### src/design/twsm_regs.svh
// Register offsets, field positions, reset values and timing counts of the serial mux master
`ifndef TWSM_REGS_SVH
`define TWSM_REGS_SVH
`define TWSM_OFF_CTRL 4'h0
`define TWSM_OFF_CMD 4'h4
`define TWSM_OFF_DATA 4'h8
`define TWSM_CTRL_RST 16'hA012
`define TWSM_SLV_ADDR_RST 7'h50
`define TWSM_FREQ_RST 2'h1
`define TWSM_CMD_READY_BIT 15
`define TWSM_CMD_START_BIT 9
`define TWSM_CMD_DIR_BIT 8
`define TWSM_CLK_HZ 125000000
`define TWSM_F50K_HZ 50000
`define TWSM_F100K_HZ 100000
`define TWSM_F400K_HZ 400000
`define TWSM_F2M_HZ 2000000
`define TWSM_Q50K (`TWSM_CLK_HZ / (4 * `TWSM_F50K_HZ))
`define TWSM_Q100K (`TWSM_CLK_HZ / (4 * `TWSM_F100K_HZ))
`define TWSM_Q400K (`TWSM_CLK_HZ / (4 * `TWSM_F400K_HZ))
`define TWSM_Q2M (`TWSM_CLK_HZ / (4 * `TWSM_F2M_HZ))
`endif

### src/design/twsm_pkg.sv
// Types shared by the serial mux master
package twsm_pkg;
    typedef enum logic [5:0] {
        TWSM_IDLE = 6'b000001,
        TWSM_START = 6'b000010,
        TWSM_BITS = 6'b000100,
        TWSM_RSTART = 6'b001000,
        TWSM_STOP = 6'b010000,
        TWSM_DONE = 6'b100000
    } twsm_state_t;
endpackage : twsm_pkg

### src/design/twsm_tick_if.sv
// Quarter-bit tick carrier between divider and master
`timescale 1ns/10ps
`default_nettype none
interface twsm_tick_if;
    logic [1:0] freq;
    logic run;
    logic tick;
    modport src (input freq, input run, output tick);
    modport dst (output freq, output run, input tick);
endinterface : twsm_tick_if
`default_nettype wire

### src/design/twsm_master.sv
// Register-driven two-wire serial master with two clock lines and shared data
//
// The Avalon-MM interface to the registers and the register offsets were chosen for this implementation.
`timescale 1ns/10ps
`default_nettype none
`include "twsm_regs.svh"
module twsm_master
    import twsm_pkg::*;
(
    input wire logic mclk,
    input wire logic rst_n,
    input wire logic [3:0] avs_address,
    input wire logic avs_read,
    input wire logic avs_write,
    input wire logic [31:0] avs_writedata,
    output logic [31:0] avs_readdata,
    output logic avs_waitrequest,
    output logic [1:0] scl_o,
    output logic [1:0] scl_oe,
    input wire logic [1:0] scl_i,
    output logic shared_serial_data_pin_o,
    output logic shared_serial_data_pin_oe,
    input wire logic shared_serial_data_pin_i
);
    logic [15:0] ctrl_reg, ctrl_next;
    logic [7:0] raddr_reg, raddr_next;
    logic [1:0] port_reg, port_next;
    logic dir_reg, dir_next;
    logic ready_reg, ready_next;
    logic [7:0] wdata_reg, wdata_next;
    logic [7:0] rdata_reg, rdata_next;
    logic [31:0] rd_reg, rd_next;
    logic ack_reg, ack_next;
    logic go_reg, go_next;
    logic nack_reg, nack_next;
    twsm_state_t st_reg, st_next;
    logic [1:0] ph_reg, ph_next;
    logic [3:0] bit_reg, bit_next;
    logic [1:0] byte_reg, byte_next;
    logic [7:0] sh_reg, sh_next;
    logic scl_reg, scl_next;
    logic sda_reg, sda_next;
    logic [1:0] sda_sync_reg;
    logic [1:0] scl_sync0_reg;
    logic [1:0] scl_sync1_reg;
    logic [1:0] scl_oe_reg, scl_oe_next;
    logic sda_oe_reg, sda_oe_next;
    logic rx_bit;
    twsm_tick_if tk ();
    twsm_divider u_div (
        .mclk(mclk),
        .rst_n(rst_n),
        .tk(tk)
    );
    assign tk.freq = ctrl_reg[5:4];
    assign tk.run = (st_reg != TWSM_IDLE) && (st_reg != TWSM_DONE);
    // Stretch sense is synchronised only for visibility; the master never waits on it
    always_ff @(posedge mclk or negedge rst_n) begin
        if (!rst_n) begin
            sda_sync_reg <= 2'b11;
            scl_sync0_reg <= 2'b11;
            scl_sync1_reg <= 2'b11;
        end else begin
            sda_sync_reg <= {sda_sync_reg[0], shared_serial_data_pin_i};
            scl_sync0_reg <= scl_i;
            scl_sync1_reg <= scl_sync0_reg;
        end
    end
    assign rx_bit = sda_sync_reg[1];
    function automatic logic [15:0] cmd_word(input logic rdy, input logic [1:0] p,
                                             input logic d, input logic [7:0] a);
        cmd_word = {rdy, 3'b000, p, 1'b0, d, a};
    endfunction : cmd_word
    // Bus slave: one wait cycle per access, so waitrequest is low on the second cycle
    always_comb begin
        ctrl_next = ctrl_reg;
        raddr_next = raddr_reg;
        port_next = port_reg;
        dir_next = dir_reg;
        wdata_next = wdata_reg;
        go_next = 1'b0;
        ack_next = 1'b0;
        rd_next = rd_reg;
        if ((avs_read || avs_write) && !ack_reg) begin
            ack_next = 1'b1;
            rd_next = 32'h0000_0000;
            if (avs_read) begin
                case (avs_address)
                    `TWSM_OFF_CTRL: rd_next = {16'h0000, ctrl_reg};
                    `TWSM_OFF_CMD: rd_next = {16'h0000, cmd_word(ready_reg, port_reg,
                                                                 dir_reg, raddr_reg)};
                    `TWSM_OFF_DATA: rd_next = {16'h0000, rdata_reg, wdata_reg};
                    default: rd_next = 32'h0000_0000;
                endcase
            end
        end
        // Writes land only at the edge that completes the access, with waitrequest low
        if (avs_write && ack_reg) begin
            case (avs_address)
                `TWSM_OFF_CTRL: ctrl_next = avs_writedata[15:0];
                `TWSM_OFF_CMD: begin
                    // Dropped whole while busy, so a running transfer keeps its port and address
                    if (ready_reg) begin
                        port_next = avs_writedata[11:10];
                        raddr_next = avs_writedata[7:0];
                        dir_next = avs_writedata[`TWSM_CMD_DIR_BIT];
                        go_next = avs_writedata[`TWSM_CMD_START_BIT];
                    end
                end
                `TWSM_OFF_DATA: wdata_next = avs_writedata[7:0];
                default: ;
            endcase
        end
    end
    // Byte sequence: 0 dev addr write, 1 reg addr, 2 data or dev addr read, 3 read byte
    always_comb begin
        st_next = st_reg;
        ph_next = ph_reg;
        bit_next = bit_reg;
        byte_next = byte_reg;
        sh_next = sh_reg;
        scl_next = scl_reg;
        sda_next = sda_reg;
        ready_next = ready_reg;
        rdata_next = rdata_reg;
        nack_next = nack_reg;
        case (st_reg)
            TWSM_IDLE: begin
                scl_next = 1'b1;
                sda_next = 1'b1;
                if (go_reg) begin
                    ready_next = 1'b0;
                    st_next = TWSM_START;
                    ph_next = 2'h0;
                    byte_next = 2'h0;
                    nack_next = 1'b0;
                    sh_next = {ctrl_reg[15:9], 1'b0};
                end
            end
            TWSM_START, TWSM_RSTART: begin
                if (tk.tick) begin
                    ph_next = ph_reg + 2'h1;
                    case (ph_reg)
                        2'h0: begin
                            sda_next = 1'b1;
                            scl_next = 1'b1;
                        end
                        2'h1: sda_next = 1'b0;
                        2'h2: scl_next = 1'b0;
                        default: begin
                            st_next = TWSM_BITS;
                            bit_next = 4'h0;
                        end
                    endcase
                end
            end
            TWSM_BITS: begin
                if (tk.tick) begin
                    ph_next = ph_reg + 2'h1;
                    case (ph_reg)
                        2'h0: begin
                            if (bit_reg == 4'h8) begin
                                // Released for the slave's acknowledge, or the closing NACK
                                sda_next = 1'b1;
                            end else begin
                                sda_next = (byte_reg == 2'h3) ? 1'b1 : sh_reg[7];
                            end
                        end
                        2'h1: scl_next = 1'b1;
                        2'h2: begin
                            if (bit_reg == 4'h8) begin
                                if (byte_reg != 2'h3) begin
                                    nack_next = nack_reg | rx_bit;
                                end
                            end else begin
                                sh_next = {sh_reg[6:0], rx_bit};
                            end
                        end
                        default: begin
                            scl_next = 1'b0;
                            bit_next = bit_reg + 4'h1;
                            if (bit_reg == 4'h8) begin
                                byte_next = byte_reg + 2'h1;
                                case (byte_reg)
                                    2'h0: begin
                                        sh_next = raddr_reg;
                                        bit_next = 4'h0;
                                    end
                                    2'h1: begin
                                        if (dir_reg) begin
                                            st_next = TWSM_RSTART;
                                            sh_next = {ctrl_reg[15:9], 1'b1};
                                        end else begin
                                            sh_next = wdata_reg;
                                            bit_next = 4'h0;
                                        end
                                    end
                                    2'h2: begin
                                        if (dir_reg) begin
                                            bit_next = 4'h0;
                                        end else begin
                                            st_next = TWSM_STOP;
                                        end
                                    end
                                    default: begin
                                        rdata_next = sh_reg;
                                        st_next = TWSM_STOP;
                                    end
                                endcase
                            end
                        end
                    endcase
                end
            end
            TWSM_STOP: begin
                if (tk.tick) begin
                    ph_next = ph_reg + 2'h1;
                    case (ph_reg)
                        2'h0: sda_next = 1'b0;
                        2'h1: scl_next = 1'b1;
                        2'h2: sda_next = 1'b1;
                        default: st_next = TWSM_DONE;
                    endcase
                end
            end
            TWSM_DONE: begin
                ready_next = 1'b1;
                st_next = TWSM_IDLE;
            end
            default: st_next = TWSM_IDLE;
        endcase
    end
    // Open-drain drive: a line is enabled only while pulled low, and only if its pin is on
    always_comb begin
        scl_oe_next = 2'b00;
        for (int i = 0; i < 2; i++) begin
            scl_oe_next[i] = ctrl_reg[i] && (port_reg == 2'(i)) && !scl_next;
        end
        sda_oe_next = (ctrl_reg[2] || ctrl_reg[3]) && !sda_next;
    end
    always_ff @(posedge mclk or negedge rst_n) begin
        if (!rst_n) begin
            ctrl_reg <= `TWSM_CTRL_RST;
            raddr_reg <= 8'h00;
            port_reg <= 2'h0;
            dir_reg <= 1'b0;
            wdata_reg <= 8'h00;
            go_reg <= 1'b0;
            ack_reg <= 1'b0;
            rd_reg <= 32'h0000_0000;
            st_reg <= TWSM_IDLE;
            ph_reg <= 2'h0;
            bit_reg <= 4'h0;
            byte_reg <= 2'h0;
            sh_reg <= 8'h00;
            scl_reg <= 1'b1;
            sda_reg <= 1'b1;
            ready_reg <= 1'b1;
            rdata_reg <= 8'h00;
            nack_reg <= 1'b0;
            scl_oe_reg <= 2'b00;
            sda_oe_reg <= 1'b0;
        end else begin
            ctrl_reg <= ctrl_next;
            raddr_reg <= raddr_next;
            port_reg <= port_next;
            dir_reg <= dir_next;
            wdata_reg <= wdata_next;
            go_reg <= go_next;
            ack_reg <= ack_next;
            rd_reg <= rd_next;
            st_reg <= st_next;
            ph_reg <= ph_next;
            bit_reg <= bit_next;
            byte_reg <= byte_next;
            sh_reg <= sh_next;
            scl_reg <= scl_next;
            sda_reg <= sda_next;
            ready_reg <= ready_next;
            rdata_reg <= rdata_next;
            nack_reg <= nack_next;
            scl_oe_reg <= scl_oe_next;
            sda_oe_reg <= sda_oe_next;
        end
    end
    assign avs_readdata = rd_reg;
    assign avs_waitrequest = !ack_reg;
    assign scl_o = 2'b00;
    assign scl_oe = scl_oe_reg;
    assign shared_serial_data_pin_o = 1'b0;
    assign shared_serial_data_pin_oe = sda_oe_reg;
endmodule : twsm_master
`default_nettype wire

### src/design/twsm_divider.sv
// Quarter-bit enable divider for the serial clock rates
`timescale 1ns/10ps
`default_nettype none
`include "twsm_regs.svh"
module twsm_divider
    import twsm_pkg::*;
(
    input wire logic mclk,
    input wire logic rst_n,
    twsm_tick_if.src tk
);
    logic [9:0] cnt_reg;
    logic [9:0] cnt_next;
    logic tick_reg;
    logic tick_next;
    logic [9:0] limit;
    always_comb begin
        case (tk.freq)
            2'h0: limit = 10'(`TWSM_Q50K - 1);
            2'h1: limit = 10'(`TWSM_Q100K - 1);
            2'h2: limit = 10'(`TWSM_Q400K - 1);
            default: limit = 10'(`TWSM_Q2M - 1);
        endcase
        cnt_next = 10'h000;
        tick_next = 1'b0;
        if (tk.run) begin
            if (cnt_reg >= limit) begin
                tick_next = 1'b1;
            end else begin
                cnt_next = cnt_reg + 10'h001;
            end
        end
    end
    always_ff @(posedge mclk or negedge rst_n) begin
        if (!rst_n) begin
            cnt_reg <= 10'h000;
            tick_reg <= 1'b0;
        end else begin
            cnt_reg <= cnt_next;
            tick_reg <= tick_next;
        end
    end
    assign tk.tick = tick_reg;
endmodule : twsm_divider
`default_nettype wire

### config.mk
export PLATFORM = sky130hd
export DESIGN_NAME = twsm_master
export DESIGN_NICKNAME = d
export VERILOG_FILES = /design/src/design/twsm_pkg.sv /design/src/design/twsm_tick_if.sv /design/src/design/twsm_master.sv /design/src/design/twsm_divider.sv
export VERILOG_INCLUDE_DIRS = /design/src /design/src/design
export SDC_FILE = /design/constraint.sdc
export NUM_CORES = 1
export LEC_CHECK = 0
export CAP_MARGIN = 5
export CORE_UTILIZATION = 50
export DETAILED_ROUTE_END_ITERATION = 12
export DONT_BUFFER_PORTS = 1
export GPL_ROUTABILITY_DRIVEN = 0
export HOLD_SLACK_MARGIN = 0.06
export PLACE_DENSITY_LB_ADDON = 0.3
export SLEW_MARGIN = 5
export SYNTH_ARGS = -nofsm -noshare
export SYNTH_HDL_FRONTEND = slang
export SYNTH_HIERARCHICAL = 1
export SYNTH_SLANG_ARGS = --single-unit
### constraint.sdc
create_clock -name mclk -period 4.35 [get_ports mclk]
set_clock_uncertainty 0.1 [all_clocks]
set_input_delay 0.2175 -clock mclk [delete_from_list [all_inputs] [get_ports mclk]]
set_output_delay 0.2175 -clock mclk [all_outputs]
set_load 0.02 [all_outputs]
### Yosys cells after proc, flatten, opt, wreduce, memory -nomap -nowiden

Index checks and enable logic that the tools add are counted.

* $add $sub $neg: 4
* $lt $le $gt $ge: 1
* equality and inequality tests: 35
* multiplexer cells: 65
* bitwise logic cells: 2
* reductions and logical operators: 38

Operators with widths (number)
* $mux 6: 10
* $pmux 16 s3: 1
* $pmux 8 s2: 3
* $mux 8: 5
* $pmux 10 s3: 1
* $mux 4: 7
* $pmux 6 s4: 1
* $mux 10: 2
* $pmux 6 s3: 1
* $mux 1: 17
* $mux 16: 1
* $reduce_and 5->1: 3
* $ne 2x2->1 const B: 7
* $ne 3x3->1 const B: 4
* $pmux 4 s3: 1
* $reduce_and 11->1: 1
* $add 10x1->10 const B: 1
* $ge 10x10->1: 1
* $mux 2: 5
* $pmux 1 s2: 5
* $eq 2x1->1 const B: 4
* $eq 2x2->1 const B: 4
* $eq 4x4->1 const B: 2
* $logic_and 1x1->1: 8
* 28 further kinds: 50

* register bits after elaboration: 118
* output and inout port bits: 39

### Longest topological paths before layout

Gate-level depths: netlist of the first run.

* depth after elaboration: 8
* gate-level depth with buffers: 9
* depth with buffers taken out: 8

### By module

The synthesis of the first run kept the hierarchy.

Modules (own cells, without submodules)
* twsm_master: instances 1, cells an instance 416, area an instance 4564.4 sq um, seq. area each 2289.7 sq um
* twsm_divider: instances 1, cells an instance 86, area an instance 899.6 sq um, seq. area each 275.3 sq um

### Least setup slack after synthesis of the first run

Ideal clock, no wire load.

* path type: register to register
* from: register byte_reg[0]
* to: register st_reg[2]
* library setup time: 0.125 ns
* data arrival time: 2.028 ns
* required time: 4.125 ns
* slack: 2.097 ns
* stages on the path, launching flop included: 8
* path buffers: 1
* period minus slack after synthesis: 2.253 ns
* cells stage by stage: dfrtp_1 -> ha_1 -> nor2b_1 -> clkbuf_1 -> a2111oi_0 -> o22ai_1 -> a21oi_1 -> mux2_2

* longest elaborated chain between the ends: 6
* elaborated cells on any way between the ends: 12
* classes of those cells: eq/ne (5); mux (5); reduce/logical (2)

Ends and longest elaborated chain
* start, declared: RTL line twsm_master.sv:39 `logic [1:0] byte_reg, byte_next;`
* start signal, assigned: RTL line twsm_master.sv:275 `byte_reg <= byte_next;`
* $eq 2x2->1 (tied with other cells): RTL line twsm_master.sv:184 `case (byte_reg)`
* $pmux 6 s3: RTL line twsm_master.sv:184
* $mux 6: RTL line twsm_master.sv:182 `if (bit_reg == 4'h8) begin`
* $mux 6: RTL line twsm_master.sv:160 `case (ph_reg)`
* $mux 6: RTL line twsm_master.sv:158 `if (tk.tick) begin`
* $pmux 6 s4: RTL line twsm_master.sv:127 `case (st_reg)`
* end signal, assigned: RTL line twsm_master.sv:272 `st_reg <= st_next;`
* end, declared: RTL line twsm_master.sv:36 `twsm_state_t st_reg, st_next;`

Parallel ways exist; a longest one is shown, timed or not. The select of a mux whose other input is x is not followed.
A chain may end at the register's enable or synchronous reset.

### Final worst setup path of the first run

* from: register ctrl_reg[4]
* to: register u_div.tick_reg, in the netlist u_div/tk.tick

* longest elaborated chain between the ends: 5
* elaborated cells on any way between the ends: 7
* classes of those cells: order compare (1); eq/ne (2); mux (3); reduce/logical (1)

Ends and longest elaborated chain
* start, declared: RTL line twsm_master.sv:25 `logic [15:0] ctrl_reg, ctrl_next;`
* start signal, assigned: RTL line twsm_master.sv:243 `` ctrl_reg <= `TWSM_CTRL_RST; ``
* start signal, assigned: RTL line twsm_master.sv:264 `ctrl_reg <= ctrl_next;`
* $eq 2x2->1 (tied with other cells): RTL line twsm_divider.sv:18 `case (tk.freq)`
* $pmux 10 s3 *: RTL line twsm_divider.sv:18
* $ge 10x10->1 *: RTL line twsm_divider.sv:27 `if (cnt_reg >= limit) begin`
* $mux 1 *: RTL line twsm_divider.sv:27
* $mux 1 *: RTL line twsm_divider.sv:26 `if (tk.run) begin`
* via u_div.tick_next: RTL line twsm_divider.sv:15 `logic tick_next;`
* end signal, assigned: RTL line twsm_divider.sv:40 `tick_reg <= tick_next;`
* end, declared: RTL line twsm_divider.sv:14 `logic tick_reg;`

Mark *: on every way through the listed nets, which the timed path passes. The rest lies on a longest branch.

==> results of run 1 <==
## synthesized netlist by cell type, drive strengths merged (3+ instances only)
library cell,number,area (µm²)
and2,3,18.8
a221oi,7,61.3
inv,31,116
o211ai,4,30.0
nand2,49,186
a22oi,4,30.0
ha,25,313
nor3,11,60.1
a21oi,16,80.1
and3,4,25.0
xnor2,8,70.1
dfrtp,92,2300
buf,33,235
o41ai,3,63.8
xor2,5,43.8
mux2i,3,30.0
nor4b,11,168
nor4,4,37.5
nand3b,3,22.5
a22o,10,87.6
clkbuf,11,41.3
a222oi,12,120
nand3,11,60.1
nand4,4,25.0
mux2,45,507
o21ai,40,200
nor2,21,78.8
dfstp,10,263
## cells by family (layout without fill, tap and decap cells)
group                      count (synthesis)  count (layout)  share of synthesized area [%]
xor gates and xnor gates                  13              13                           2.08
buffers and inverters                     75              71                           7.19
AOI/OAI and AO/OA                        109             109                           14.2
other                                      1              19                         0.0686
and+or+nand+nor                          129             129                           13.9
adders and majority gates                 25              25                           5.72
muxes                                     48              48                           9.82
DFF                                      102             102                           46.9
## power breakdown
| part | switching, µW | leakage [µW] | internal, µW | total, µW |
|---|---|---|---|---|
| Sequential | 44.3 | 0.00137 | 1000 | 1050 |
| Clock | 368 | 0.0000990 | 228 | 596 |
| Combinational | 113 | 0.00109 | 91.0 | 204 |
| Total | 525 | 0.00255 | 1320 | 1850 |
## stage by stage
stage                     hold WS, ns  worst slack, ns  std cells  total power (µW)
after floorplan                -0.178             2.10        520              1210
after global placement         -0.172             1.68        617              1220
after detailed placement       -0.172             1.54        617              1230
after CTS                       0.101             1.53        652              1860
after global routing            0.102             1.36        652              1920
final                           0.112             1.57        652              1850
## worst paths after layout
kind	endpoint	cells past startpoint	slack, ns	startpoint
setup / recovery	u_div/tk.tick	8	1.57	ctrl_reg[4]
hold / removal	ack_reg	3	0.11	avs_write
setup reg to reg	u_div/tk.tick	8	1.57	ctrl_reg[4]
hold reg to reg	sda_sync_reg[1]	0	0.26	sda_sync_reg[0]
max in group asynchronous	sda_reg	2	3.36	rst_n
min in group asynchronous	raddr_reg[0]	2	0.39	rst_n
## metal layers
metal	share of wire, %	global-route usage (%)
met1	44	30.0
met2	49	37.8
met3	5.0	4.60
met4	2.4	8.61
met5	0	0
## worst reg2reg max path: stages (launching register included)
cell	delay, ns
dfstp_2	0.60
inv_1	0.11
ha_1	0.23
o21bai_1	0.20
ha_1	0.18
nand2_1	0.10
o21a_1	0.20
nor2_1	0.76
o21a_1	0.24
## area by class of cell
type	count	area (µm²)	area share, %
Clock buffer	9	124	2.11
Clock inverter	7	80.1	1.36
Inverter	31	116	1.98
Multi-Input combinational cell	343	2580	43.9
Sequential cell	102	2560	43.6
Tap cell	136	170	2.89
Timing Repair Buffer	24	245	4.17
## cell usage in the layout, fill, tap and decap left out, types with 5 or more instances in the layout
master and count:
a21oi_1 16, a221oi_1 7, a222oi_1 12, a22o_1 10
buf_4 5, clkbuf_8 9, conb_1 19, dfrtp_1 92
dfstp_2 10, dlygate4sd3_1 18, ha_1 25, inv_1 31
mux2_2 45, nand2_1 48, nand3_1 10, nor2_1 21
nor3_1 10, nor4b_2 10, o21ai_0 38, xnor2_1 8
xor2_1 5
## repair_timing
| item | 4_1_cts | 5_1_grt |
|---|---|---|
| gates resized for setup | 0 | 0 |
| endpoints found under the hold margin | 139 | 0 |
| hold buffers | 19 | 0 |
==> metrics.cfg, run 1 <==
[setup_path]
max_stage_delay_ns=0.76
slowest_stage=nor2_1
crit_path_end_kind=flop
worstSetupPathType=flop to flop
worstPathRequired_ns=4.55
worst_setup_path_start_kind=flop
critical_path_arrival_ns=2.98
crit_chain=inv_1, ha_1, o21bai_1, ha_1, nand2_1, o21a_1, nor2_1, o21a_1
critPathTopFamily=simple AND/OR/NAND/NOR gates
worst-path-buf-inv=1
path_max_fanout=11

[detailed_routing]
drt_iter0_drc=335
ant_nets=0
via_per_inst=5.85
post_drt_wl_per_cell_um=18.7
drt_wl_total_um=12200
vias=3817
dr.pass1.iters=5
drc=0

[sta]
rsz0062_at_grt=false
finalHoldViolCount=0
max_freq_mhz=360
period_minus_slack_ns=2.78
relSlewSlack_pct=32.2
worst_slew_pin_slew_ns=1.01
setup_viol=0
tns_ns=0
maxSlewViolCount=0
fin_crit_sh_pct=63.9

[yosys]
synth.avg_cell_area_um2=10.9
yosys_warnings=6
ys.flop_type=dfrtp_1
syn_area_mm2=0.00546
async_flop_share_pct=100
ys_ff_latch=102
synth-edff-count=0
seq_area_frac_synth_pct=46.9
synth_cell_type_count=57
synthCells=502

[final_layout]
syn2layout_area_growth_pct=7.63
final_layout_size_suffix_gt1_share_pct=19.4
final_area_mm2=0.00588
utilization_pct=56.2
antennaDiodeCount=0
nNetsFinal=579
fillers=912

[power_and_ir_drop]
leakagePower_uw=0.00255
power_density_mw_per_mm2=314
peakVddDrop_mv=0.195

[floorplanning]
dieArea_mm2=0.0113
io_pins=82
num_rows=37
core-area_mm2=0.0105
initial_core_util_pct=52.2
die_w_um=107
die_h_um=107

[cts]
cts_setup_buffers=0
root_buffer=clkbuf_8
ctsHtreeMaxLevel=3
cts_buffers=9
clk_path_buf_depth=2
clock_latency_ns=0.37
clk_pin_slew_ns=0.11
numClockSinks=102
cts_tree=done

[global_route]
grt_usage_pct=23.0
grt_max_degree=103
grt_pass1_vias=3852
grt_pass1_wl_um=20000
grt_overflow=0
antenna_found_initial=0

[flow_run]
maxCapViolCount=0

[run_status]
status=finished clean

[placed_design]
placed_area_mm2=0.00547
hpwlAfterDp_um=8350
port_buffers=0

[hold_path]
hold_class=input port to flop

(Power assumes the default switching activity.)
==> run 2, diff against run 1 <==
Clock period 4.35 ns to 2.28 ns, I/O delays scaled along.
==> run 2 against run 1 <==
The flow now finishes with violations (hold timing). Flip-flop and latch count stayed put. Utilization is 5.0 points higher. Non-clock buffer count is 43 higher. Die area stayed put. Final cell count is 6.7% higher. Via count is 5.7% higher. Routed wire length is 6.2% higher. Combinational power grew to 2.7 times the previous value. Critical path depth is 1 higher. Sequential power is 90% higher.
==> metrics.cfg, run 2 (synthesized netlist as in run 1, its figures left out) <==
[setup_path]
worst-path-buf-inv=4  ; +3
worst_setup_path_start_kind=flop
critPathTopFamily=flip-flops
slowest_stage=dfstp_2
critical_path_arrival_ns=2.49  ; -0.49 ns
path_max_fanout=6  ; -5
worstPathRequired_ns=2.49  ; -2.06 ns
crit_chain=ha_4, buf_6, inv_4, ha_4, nand4b_4, buf_6, o41ai_4, buf_4, o21a_1
crit_path_end_kind=flop
max_stage_delay_ns=0.60  ; -0.16 ns
worstSetupPathType=flop to flop

[power_and_ir_drop]
combPwrFrac_pct=14.8  ; +3.8 points
leakagePower_uw=0.00279  ; +9.2%
switchingPower_uw=1090  ; +110%
peakVddDrop_mv=0.383  ; +96%
seq_power_share_pct=53.4  ; -3.3 points
intPower_uw=2670  ; +100%
power_density_mw_per_mm2=586  ; +87%
p_sw_share_pct=28.9  ; +0.49 points
clkPwrFrac_pct=31.8  ; -0.4 points

[sta]
fin_crit_sh_pct=99.7  ; +36 points
holdWs_ns=-0.678  ; -0.791 ns
rsz0062_at_grt=true
worst_slew_pin_slew_ns=0.602  ; -0.411 ns
period_minus_slack_ns=2.27  ; -0.505 ns
finalHoldViolCount=102  ; +102
maxSlewViolCount=0  ; unchanged
setup_viol=0  ; unchanged
relSlewSlack_pct=59.6  ; +27 points
max_freq_mhz=440  ; +22%

[cts]
cts_tree=done
postCtsHoldBufs=20  ; +1
clk_path_buf_depth=2  ; unchanged
numClockSinks=102  ; unchanged
ctsHtreeMaxLevel=3  ; unchanged
clk_pin_slew_ns=0.12  ; about the same
clock_latency_ns=0.37  ; about the same
cts_buffers=9  ; unchanged
root_buffer=clkbuf_8

[detailed_routing]
via_per_inst=5.80  ; -0.95%
drc=0  ; unchanged
drt_iter0_drc=302  ; -9.9%
ant_nets=0  ; unchanged
drt_wl_total_um=12900  ; +6.2%
post_drt_wl_per_cell_um=18.6  ; -0.47%
vias=4036  ; +5.7%
dr.pass1.iters=5  ; unchanged

[final_layout]
syn2layout_area_growth_pct=17.2
nNetsFinal=623  ; +7.6%
layout_common_cells=88 x dfrtp_1, 46 x nand2_1, 45 x mux2_2
layout_commonest_cell=dfrtp_1
antennaDiodeCount=0  ; unchanged
final_area_mm2=0.00640  ; +8.9%
final_layout_size_suffix_gt1_share_pct=29.8  ; +10 points
utilization_pct=61.2  ; +5.0 points

[run_status]
status=finished with violations
violations=hold timing

[placed_design]
port_buffers=0  ; unchanged
placed_area_mm2=0.00573  ; +4.8%
hpwlAfterDp_um=8750  ; +4.8%

[floorplanning]
io_pins=82  ; unchanged
num_rows=37  ; unchanged
dieArea_mm2=0.0113  ; unchanged
die_w_um=107  ; unchanged
die_h_um=107  ; unchanged
initial_core_util_pct=52.2  ; unchanged
core-area_mm2=0.0105  ; unchanged

[global_route]
grt_pass1_vias=4165  ; +8.1%
grt_max_degree=103  ; unchanged
grt_pass1_wl_um=20700  ; +3.2%
antenna_found_initial=0  ; unchanged
grt_overflow=0  ; unchanged
grt_usage_pct=23.6  ; +0.66 points

[hold_path]
hold_class=input port to asynchronous set/reset pin

[flow_run]
maxCapViolCount=0  ; unchanged

[run 2: timing repair]
item                                    CTS  global route
hold endpoints to repair                156           102
setup buffers                             2             5
endpoints found under the setup margin   19            24
cloned                                    0             1
pin swaps                                 3            20
resized for setup                         7            36
[run 2: layout make-up]
cell class / count / area, µm²
Tap cell: 136 / 170
Multi-Input combinational cell: 344 / 2750
Sequential cell: 102 / 2570
Clock buffer: 9 / 124
Clock inverter: 7 / 91.3
Fill cell: 848 / 4060
Inverter: 31 / 121
Timing Repair Buffer: 67 / 572
[run 2: path summary, 6_finish.rpt]
check,start,to,slack (ns),depth (start not counted)
setup / recovery,ctrl_reg[4],u_div/tk.tick,0.007,9
hold / removal,rst_n,avs_readdata[0],-0.68,0
setup reg to reg,ctrl_reg[4],u_div/tk.tick,0.007,9
hold reg to reg,sda_sync_reg[0],sda_sync_reg[1],0.27,0
max in group asynchronous,rst_n,ctrl_reg[1],2.53,0
min in group mclk,avs_address[0],avs_readdata[6],0.09,4
[run 2: metrics by stage]
| stage | total power, µW | cells | worst slack, ns | setup TNS, ns |
|---|---|---|---|---|
| 2_1_floorplan | 2300 | 520 | 0.0275 | 0 |
| 3_3_place_gp | 2390 | 652 | -0.177 | -1.84 |
| 3_5_place_dp | 2420 | 652 | -0.280 | -2.94 |
| 4_1_cts | 3660 | 690 | 0.0000449 | 0 |
| 5_1_grt | 3900 | 696 | -0.0866 | -0.733 |
| 6_report | 3750 | 696 | 0.00665 | 0 |
[run 2: power groups by stage]
stage | combinational (µW) | sequential (µW) | clock (µW)
after global routing | 600 | 2020 | 1280
after detailed placement | 382 | 2030 | 0
final | 555 | 2000 | 1200
after CTS | 442 | 2000 | 1220
after floorplan | 294 | 2010 | 0
after global placement | 362 | 2030 | 0
[run 2: routing by layer]
layer	part of all wire [%]	track usage, %	up-vias
met5	0	0	-
met3	3.9	3.99	19
met1	44	29.7	2045
met2	50	41.0	92
li1	-	-	1880
met4	1.9	8.12	0
==> run 3, diff against run 2 <==
Settings changed: CELL_PAD_IN_SITES_DETAIL_PLACEMENT set to 1, CELL_PAD_IN_SITES_GLOBAL_PLACEMENT set to 2, CORE_UTILIZATION 50 to 37, SETUP_SLACK_MARGIN set to 0.15.
==> run 3 against run 2 <==
The run ends with hold timing, setup timing left. Routed wire length increased by 18%. Clock power increased by 28%. Via count increased by 0.77%. Flip-flop and latch count unchanged. Sequential share of layout area decreased by 3.1 points. Worst hold slack improved by 0.035 ns. First-iteration DRC count decreased by 30%. Critical path depth increased by 2. Combinational power increased by 8.8%. Setup slack got worse by 0.089 ns.
==> metrics.cfg, run 3 (synthesized netlist as in run 1, its figures left out) <==
[power_and_ir_drop]
switchingPower_uw=1140  ; +4.9%
combPwrFrac_pct=14.6  ; -0.2 points
clkPwrFrac_pct=37.0  ; +5.2 points
total_power_uw=4150  ; +11%
p_sw_share_pct=27.4  ; -1.5 points
power_density_mw_per_mm2=598  ; +1.9%
leakagePower_uw=0.00295  ; +5.9%
peakVddDrop_mv=0.589  ; +54%
seq_power_share_pct=48.4  ; -5.0 points
intPower_uw=3010  ; +13%

[cts]
clk_pin_slew_ns=0.08  ; -0.04 ns
postCtsHoldBufs=20  ; unchanged
cts_buffers=9  ; unchanged
cts_tree=done
clk_path_buf_depth=2  ; unchanged
root_buffer=clkbuf_16
clock_latency_ns=0.35  ; -0.02 ns
ctsHtreeMaxLevel=3  ; unchanged
numClockSinks=102  ; unchanged

[floorplanning]
die_h_um=124  ; +16%
core-area_mm2=0.0145  ; +38%
initial_core_util_pct=37.7  ; -14 points
num_rows=44  ; +19%
io_pins=82  ; unchanged
die_w_um=124  ; +16%
dieArea_mm2=0.0153  ; +34%

[sta]
setup_viol=11  ; +11
max_freq_mhz=423  ; -3.8%
fin_ws_ns=-0.0824  ; -0.0891 ns
worst_slew_pin_slew_ns=0.572  ; -0.0301 ns
tns_ns=-0.570  ; -0.570 ns
finalHoldViolCount=102  ; unchanged
maxSlewViolCount=0  ; unchanged
holdWs_ns=-0.643  ; +0.0351 ns
fin_crit_sh_pct=104  ; +3.9 points
relSlewSlack_pct=61.9  ; +2.3 points
rsz0062_at_grt=true
period_minus_slack_ns=2.36  ; +0.0891 ns

[final_layout]
syn2layout_area_growth_pct=27.0
antennaDiodeCount=0  ; unchanged
final_cells=755  ; +8.5%
final_layout_size_suffix_gt1_share_pct=34.9  ; +5.0 points
layout_common_cells=86 x dfrtp_1, 50 x buf_4, 45 x nand2_1
layout_commonest_cell=dfrtp_1
nNetsFinal=634  ; +1.8%
fillers=1522  ; +79%
final_area_mm2=0.00694  ; +8.4%

[global_route]
grt_pass1_vias=4349  ; +4.4%
grt_pass1_wl_um=24400  ; +18%
antenna_found_initial=0  ; unchanged
grt_overflow=0  ; unchanged
grt_max_degree=103  ; unchanged
grt_usage_pct=21.5  ; -2.1 points

[setup_path]
path_max_fanout=5  ; -1
worstSetupPathType=flop to flop
critical_path_arrival_ns=2.49  ; about the same
critPathCapture=u_div/cnt_reg[7]
timing.rr.end=u_div/cnt_reg[7]
crit_path_end_kind=flop
worstPathRequired_ns=2.41  ; -0.08 ns
r2r_start=ctrl_reg[4]
r2r_slack_ns=-0.08  ; -0.09 ns
worst_setup_path_start_kind=flop
rr_worst_depth=11  ; +2
crit_start=ctrl_reg[4]

[detailed_routing]
dr.pass1.iters=7  ; +2
ant_nets=0  ; unchanged
drc=0  ; unchanged
via_per_inst=5.39  ; -7.1%
post_drt_wl_per_cell_um=20.3  ; +9.1%
drt_wl_total_um=15300  ; +18%
vias=4067  ; +0.77%
drt_iter0_drc=211  ; -30%

[run_status]
status=finished with violations
violations=hold timing, setup timing

[placed_design]
port_buffers=0  ; unchanged
placed_area_mm2=0.00587  ; +2.4%
pre_cts_ws_ns=-0.387  ; -0.106 ns
hpwlAfterDp_um=10300  ; +18%
place_inst=702  ; +7.7%

[hold_path]
hold_class=input port to asynchronous set/reset pin

[flow_run]
maxCapViolCount=0  ; unchanged

[run 3: cell type report]
type	instances	area [µm²]	area share [%]
Clock inverter	7	67.6	0.973
Clock buffer	9	225	3.24
Timing Repair Buffer	79	717	10.3
Tap cell	184	230	3.32
Inverter	31	119	1.71
Multi-Input combinational cell	343	3010	43.4
Sequential cell	102	2570	37.1
[run 3: metrics by stage]
stage	hold WS, ns	utilization (%)
2_1_floorplan	-0.282	-
3_3_place_gp	-0.274	40.5
3_5_place_dp	-0.275	40.5
4_1_cts	-0.665	46.6
5_1_grt	-0.662	47.9
6_report	-0.643	47.9
[run 3: power by group through the flow]
stage               logic, µW  clock network [µW]  registers [µW]
global route              658                1650            2020
finish                    604                1540            2010
detailed placement        400                   0            2040
CTS                       577                1590            2010
global placement          379                   0            2030
floorplan                 305                   0            2010
[run 3: worst min-delay path by stage]
stage,start,depth (start not counted),end,slack (ns)
final,rst_n,0,ph_reg[1],-0.64
after global routing,rst_n,0,ph_reg[1],-0.66
after CTS,rst_n,0,st_reg[3],-0.67
after detailed placement,rst_n,0,st_reg[2],-0.27
after global placement,rst_n,0,st_reg[2],-0.27
after floorplan,rst_n,0,ack_reg,-0.28
[run 3: critical path: stages, from the launching register on]
cell and delay, ns:
dfstp_2 0.61, inv_2 0.08, buf_6 0.13, ha_4 0.15, inv_2 0.06, ha_4 0.16, nand4b_4 0.11, buf_6 0.13
o41ai_4 0.33, buf_4 0.18, clkbuf_16 0.15, nor4b_4 0.05
[run 3: what timing repair did]
action                     in CTS  in global routing
pin swaps                      20                 22
gates cloned                    1                  0
hold endpoints to repair      140                102
resized for setup              52                 25
setup endpoints to repair      25                 26
setup buffers                   6                 10
[run 3: metal layers]
layer,vias up,track usage (%),share of wire (%)
met2,71,35.6,50
li1,1889,-,-
met1,2092,27.7,44
met3,15,4.52,4.0
met5,-,0,0
met4,0,7.15,1.5
